`config.mk`:
```
export PLATFORM = sky130hd
export DESIGN_NAME = dnfc_top
export DESIGN_NICKNAME = d
export VERILOG_FILES = /design/src/dnfc_cal_scale.v /design/src/dnfc_top.v
export VERILOG_INCLUDE_DIRS = /design/src /design/src/src
export SDC_FILE = /design/constraint.sdc
export NUM_CORES = 2
export LEC_CHECK = 0
export CAP_MARGIN = 30
export CORE_MARGIN = 10
export CORE_UTILIZATION = 30
export DETAILED_ROUTE_END_ITERATION = 16
export DONT_BUFFER_PORTS = 1
export SLEW_MARGIN = 20
export SYNTH_ARGS = -nofsm -noshare
export SYNTH_HDL_FRONTEND = slang
export SYNTH_SLANG_ARGS = --single-unit
```
`constraint.sdc`:
```
create_clock -name sys_clk -period 26 [get_ports sys_clk]
set_input_delay 1.3 -clock sys_clk [delete_from_list [all_inputs] [get_ports sys_clk]]
set_output_delay 1.3 -clock sys_clk [all_outputs]
set_load 0.01 [all_outputs]
```
`src/dnfc_consts.vh`:
```
`ifndef DNFC_CONSTS_VH
`define DNFC_CONSTS_VH

// register offsets
`define DNFC_ADDR_CAL_LO      8'h3C
`define DNFC_ADDR_CAL_HI      8'h3D
`define DNFC_ADDR_CTRL        8'h50
`define DNFC_ADDR_XO_RAW      8'h51
`define DNFC_ADDR_PLL_FREQ    8'h52
`define DNFC_ADDR_HOLD_FREQ   8'h53
`define DNFC_ADDR_LIMIT       8'h54
`define DNFC_ADDR_MON_FREQ    8'h55

// reset values
`define DNFC_CAL_LO_RST       8'h99
`define DNFC_CAL_HI_RST       8'h99
`define DNFC_CTRL_RST         8'h00

// control field positions
`define DNFC_CTRL_MON_SEL     0

// calibration scale: word 0 is -771 ppm, 16'hFFFF about +514 ppm
`define DNFC_CAL_ZERO_PPM     16'h9999
`define DNFC_PPM_PER_LSB_E9   32'd19622900
// one lsb of the word is this many 2^-40 parts of the frequency word
`define DNFC_CAL_SCALE_K      16'd21576
`define DNFC_CAL_SCALE_SH     40

`endif

```
`src/dnfc_cal_scale.v`:
```
`timescale 1ns/1ps
`default_nettype none
`include "dnfc_consts.vh"

module dnfc_cal_scale #(
	parameter W = 32
) (
	// clock and reset
	input  wire         sys_clk,
	input  wire         resetn,
	// calibration word and raw reference
	input  wire [15:0]  cal_word,
	input  wire [W-1:0] raw_freq,
	// calibrated reference
	output reg  [W-1:0] cal_freq_reg
);
	wire signed [16:0] ofs;
	wire signed [W+47:0] prod;
	wire [W-1:0] adj;

	// signed distance of the unsigned word from the zero point
	assign ofs  = $signed({1'b0, cal_word}) -
		$signed({1'b0, `DNFC_CAL_ZERO_PPM});
	// signed product keeps the sign for words below the zero point
	assign prod = $signed({1'b0, raw_freq}) * ofs *
		$signed({1'b0, `DNFC_CAL_SCALE_K});
	assign adj  = prod[W+`DNFC_CAL_SCALE_SH-1:`DNFC_CAL_SCALE_SH];

	always @(posedge sys_clk) begin
		if (!resetn)
			cal_freq_reg <= {W{1'b0}};
		else
			cal_freq_reg <= raw_freq + adj;
	end
endmodule

`default_nettype wire

```
`src/dnfc_top.v`:
```
// What this block does
// - The calibration word shifts the assumed crystal frequency from about -771 ppm to about +514 ppm.
// - The offset is applied only inside the digital PLL reference path.
// - The reported PLL frequency reflects the calibration offset.
// - The holdover frequency and the PLL offset limit are taken relative to the calibrated crystal.
// - Input frequency monitors use the uncalibrated crystal frequency.
// - With the monitor clock select set, the monitors use the calibrated PLL clock.
// - The lower byte is a read/write register resetting to 8'h99.
`timescale 1ns/1ps
`default_nettype none
`include "dnfc_consts.vh"

module dnfc_top #(
	parameter FW = 32
) (
	// clock and reset
	input  wire          sys_clk,
	input  wire          resetn,
	// register port
	input  wire [7:0]    reg_addr,
	input  wire [7:0]    reg_wdata,
	input  wire          reg_wr,
	input  wire          reg_rd,
	output reg  [7:0]    reg_rdata,
	// raw crystal frequency word and pll inputs
	input  wire [FW-1:0] xo_freq,
	input  wire [FW-1:0] pll_track,
	input  wire [FW-1:0] hold_rel,
	input  wire [FW-1:0] limit_rel,
	// outputs toward pll and monitors
	output reg  [FW-1:0] pll_ref_freq,
	output reg  [FW-1:0] reported_pll_freq,
	output reg  [FW-1:0] hold_freq,
	output reg  [FW-1:0] pll_offset_limit,
	output reg  [FW-1:0] mon_ref_freq,
	output reg  [15:0]   cal_word
);
	reg  [7:0]    cal_lo_reg;
	reg  [7:0]    cal_hi_reg;
	reg  [7:0]    ctrl_reg;
	wire [FW-1:0] cal_freq;

	function [7:0] sel_byte;
		input [FW-1:0] v;
		input [1:0]    b;
		begin
			sel_byte = v[b*8 +: 8];
		end
	endfunction

	dnfc_cal_scale #(
		.W (FW)
	) u_scale (
		.sys_clk      (sys_clk),
		.resetn       (resetn),
		.cal_word     ({cal_hi_reg, cal_lo_reg}),
		.raw_freq     (xo_freq),
		.cal_freq_reg (cal_freq)
	);

	// register writes
	always @(posedge sys_clk) begin
		if (!resetn) begin
			cal_lo_reg <= `DNFC_CAL_LO_RST;
			cal_hi_reg <= `DNFC_CAL_HI_RST;
			ctrl_reg   <= `DNFC_CTRL_RST;
		end else if (reg_wr) begin
			case (reg_addr)
			`DNFC_ADDR_CAL_LO: begin
				cal_lo_reg <= reg_wdata;
			end
			`DNFC_ADDR_CAL_HI: begin
				cal_hi_reg <= reg_wdata;
			end
			`DNFC_ADDR_CTRL: begin
				ctrl_reg <= {7'h00, reg_wdata[`DNFC_CTRL_MON_SEL]};
			end
			default: begin
			end
			endcase
		end
	end

	// datapath
	always @(posedge sys_clk) begin
		if (!resetn) begin
			cal_word          <= {`DNFC_CAL_HI_RST, `DNFC_CAL_LO_RST};
			pll_ref_freq      <= {FW{1'b0}};
			reported_pll_freq <= {FW{1'b0}};
			hold_freq         <= {FW{1'b0}};
			pll_offset_limit  <= {FW{1'b0}};
			mon_ref_freq      <= {FW{1'b0}};
		end else begin
			cal_word          <= {cal_hi_reg, cal_lo_reg};
			pll_ref_freq      <= cal_freq;
			reported_pll_freq <= cal_freq + pll_track;
			hold_freq         <= cal_freq + hold_rel;
			pll_offset_limit  <= cal_freq + limit_rel;
			if (ctrl_reg[`DNFC_CTRL_MON_SEL])
				mon_ref_freq <= reported_pll_freq;
			else
				mon_ref_freq <= xo_freq;
		end
	end

	// register reads, data in the cycle after the strobe
	always @(posedge sys_clk) begin
		if (!resetn)
			reg_rdata <= 8'h00;
		else if (reg_rd) begin
			case (reg_addr)
			`DNFC_ADDR_CAL_LO:    reg_rdata <= cal_lo_reg;
			`DNFC_ADDR_CAL_HI:    reg_rdata <= cal_hi_reg;
			`DNFC_ADDR_CTRL:      reg_rdata <= ctrl_reg;
			`DNFC_ADDR_XO_RAW:    reg_rdata <= sel_byte(xo_freq, 2'd0);
			`DNFC_ADDR_PLL_FREQ:  reg_rdata <= sel_byte(reported_pll_freq, 2'd0);
			`DNFC_ADDR_HOLD_FREQ: reg_rdata <= sel_byte(hold_freq, 2'd0);
			`DNFC_ADDR_LIMIT:     reg_rdata <= sel_byte(pll_offset_limit, 2'd0);
			`DNFC_ADDR_MON_FREQ:  reg_rdata <= sel_byte(mon_ref_freq, 2'd0);
			default:              reg_rdata <= 8'h00;
			endcase
		end else
			reg_rdata <= 8'h00;
	end
endmodule

`default_nettype wire

```
==> key figures <==
Outcome
  • Status: finished clean

Setup path
  • Required @ worst endpoint: 26470 ps
  • Worst path max stage delay: 780 ps
  • Worst Reg-to-Reg Cells: 54
  • R2r startpoint: cal_lo_reg[0]
  • Setup CP Type: flop to flop
  • Worst reg2reg setup slack: 9110 ps
  • Worst setup SP type: flop
  • Critical Path Fanout Max: 32
  • Critical-path top delay cell: o311ai_1
  • Reg2reg end: u_scale.cal_freq_reg[31]
  • Worst EP arrival: 17360 ps
  • Endpoint class of the critical path: flop
  • Top cell by count, worst path: fa_1

Placement
  • HPWL Detailed: 101 mm
  • Port Buf Inserts: 0
  • DP Cell Count: 6079
  • Gp weighted congestion: 0.965

CTS
  • CTS buffer count: 23
  • CTS Hold Bufs: 0
  • CTS root buf: clkbuf_16
  • TritonCTS clock tree: yes
  • Later-pin clock latency in the skew report: 540 ps
  • Post-CTS Setup Bufs: 0
  • Clock sinks: 233
  • CTS clk-pin slew, worst paths: 70 ps
  • H-tree Lvls: 1
  • Clock Tree Buf Depth: 3
  • PostCTS Resize Cnt: 0

Synth
  • Synth warn: 0
  • Mux contribution to synthesized area: 1.23%
  • Synth area leaders: fa_1 30%, ha_1 17%, dfxtp_1 12%
  • Largest family of logic cells by synthesized area: adder cells
  • Synth Area in XOR/XNOR: 3.68%
  • Synth Area in Adders: 47.7%
  • Number of synthesized flops with an enable pin: 0
  • Synth Area in Simple Gates: 15.4%
  • Synth Instances: 4468
  • #FFs+latches synth: 233
  • Register area share after synthesis: 11.9%
  • Ys async rst share: 0%
  • Main synth FF type: dfxtp_1
  • Synth Area in Compound Gates: 10.7%
  • Distinct cells, synth: 81
  • Syn_nets: 5757
  • Post-Synthesis Cell Area: 39300 sq um
  • Synth top area share: 30.2%
  • Mean Syn Cell Area: 8.79 sq um
  • Cell taking the most area after synthesis: fa_1

GRT
  • First-pass GRT wire length: 195 mm
  • Largest net degree at the start of global routing: 81
  • Total GRT Usage: 17.1%
  • Overflow after GRT: 0
  • Initial antenna violation count: 6
  • Vias in the first global route: 31700

Timing
  • Final setup fails: 0
  • Final Hold Fails: 0
  • Fmax: 59.2 MHz
  • Setup TNS: 0 ps
  • Post-layout min period: 16890 ps
  • Slew @ Worst Pin: 1070 ps
  • Worst Skew: 10.5 ps
  • Rel. slew slack: 27.8%
  • Final period utilization: 65.0%
  • Slew Limit Fails: 0
  • RSZ-0062 raised after global routing: no

Drt
  • Vias/cell: 5.02
  • Post-Route WL: 128 mm
  • Post-route ant nets: 0
  • Routed vias: 30800
  • TritonRoute pass-1 iters: 7
  • Detailed-route DRC error count: 0
  • Wire per inst: 20.9 um
  • DRT iter0 DRCs: 2250

Hold path
  • Hold crit path type: flop to flop
  • Hold EP: cal_lo_reg[1]
  • HP Start: cal_lo_reg[1]
  • Hold depth: 2

Pwr
  • Pleak: 21.3 nW
  • Power per Cell Area: 42.9 nW/um^2
  • VDD IR max: 62.2 uV

Floorplanning
  • Die W: 382 um
  • Die Area: 146000 sq um
  • Number of cell rows: 132
  • Die height: 382 um
  • Top Ports: 332
  • Core Area: 130000 sq um
  • Initial Util: 30.3%

Finish
  • Post-route insts no fill: 6121
  • Most frequent cells in the layout: 823 x inv_1, 593 x fa_1, 548 x ha_1, 448 x nand2_1, 252 x nor2_1
  • Nets: 5652
  • Most common cell after layout, fill and taps aside: inv_1
  • Layout cells sized above 1: 2.88%
  • Area Overhead vs Synth: 6.80%

Job
  • Max_cap viols: 0
metrics by stage:
step | total power, mW | worst slack, ps | instance area (sq um) | util [%] | hold slack [ps]
3_3_place_gp | 1.46 | 9390 | 41200 | 31.7 | 514
5_1_grt | 1.94 | 8320 | 41900 | 32.3 | 548
4_1_cts | 1.79 | 9200 | 41900 | 32.3 | 524
2_1_floorplan | 1.20 | 12190 | 39300 | - | 460
6_report | 1.80 | 9110 | 41900 | 32.3 | 534
3_5_place_dp | 1.47 | 9340 | 41200 | 31.8 | 515
synth_stat cells, types with 8 or more instances:
master	count
nor2_1	252
nor3_1	61
ha_1	548
xnor2_1	91
a211oi_1	29
clkbuf_1	146
a2111oi_0	8
dfxtp_1	233
or3_1	9
inv_1	824
nor2b_1	102
and3_1	20
fa_1	593
nand2_1	448
o211ai_1	21
a22oi_1	17
a21o_1	88
o21a_1	29
xor2_1	72
a21oi_1	194
o21ai_1	11
or2_2	24
a31oi_1	25
a221oi_1	13
mux2i_1	36
nand3_1	40
nand4_1	23
mux2_2	9
o21ai_0	95
nand2b_1	48
o21bai_1	22
o31ai_1	11
and2_1	199
a211o_1	8
nor3b_1	10
cell type report:
type	count	area, sq um
Fill cell	13700	87900
Multi-Input combinational cell	3256	31100
Sequential cell	233	4670
Inverter	824	3100
Tap cell	1742	2180
Clock buffer	31	626
Timing Repair Buffer	25	211
Clock inverter	8	65.1
Antenna cell	2	5.00
worst max path at each step:
stage                  startpoint                  endpoint  slack (ps)  cells past startpoint
CTS                 cal_lo_reg[0]  u_scale.cal_freq_reg[31]        9200                     54
global route        cal_lo_reg[0]  u_scale.cal_freq_reg[31]        8320                     59
floorplan           cal_lo_reg[0]  u_scale.cal_freq_reg[31]       12190                     59
global placement    cal_lo_reg[0]  u_scale.cal_freq_reg[31]        9390                     51
detailed placement  cal_lo_reg[0]  u_scale.cal_freq_reg[31]        9340                     54
finish              cal_lo_reg[0]  u_scale.cal_freq_reg[31]        9110                     54
report_power, final:
part           switching (mW)  leakage [nW]  total, mW  internal [mW]
Clock                   0.151         0.336      0.321          0.170
Combinational           0.540          19.1      0.915          0.375
Sequential              0.130          1.93      0.564          0.434
Total                   0.821          21.3       1.80          0.980
cell families after synthesis:
family | count (synthesis)
adder cells (fa/ha/maj) | 1141
buffers and inverters | 979
AND/OR/NAND/NOR | 1260
XOR/XNOR | 164
multiplexers | 46
flip-flops | 233
AO/OA/AOI/OAI | 645
critical path: cells and delay by family, from the launching register on:
| family | cells | cell delay, ps |
|---|---|---|
| AO/OA/AOI/OAI | 15 | 5530 |
| XOR/XNOR | 2 | 330 |
| adder cells (fa/ha/maj) | 14 | 5990 |
| buffers and inverters | 7 | 920 |
| flip-flops | 1 | 480 |
| multiplexers | 2 | 350 |
| AND/OR/NAND/NOR | 14 | 3200 |
routing by layer:
metal | global-route usage (%) | vias up | part of all wire [%]
li1 | - | 14000 | -
met1 | 22.9 | 15600 | 43
met2 | 28.3 | 923 | 47
met3 | 2.82 | 217 | 7.0
met4 | 4.65 | 0 | 3.3
met5 | 0 | - | 0
Note: power is estimated with default switching activity, not from simulation.
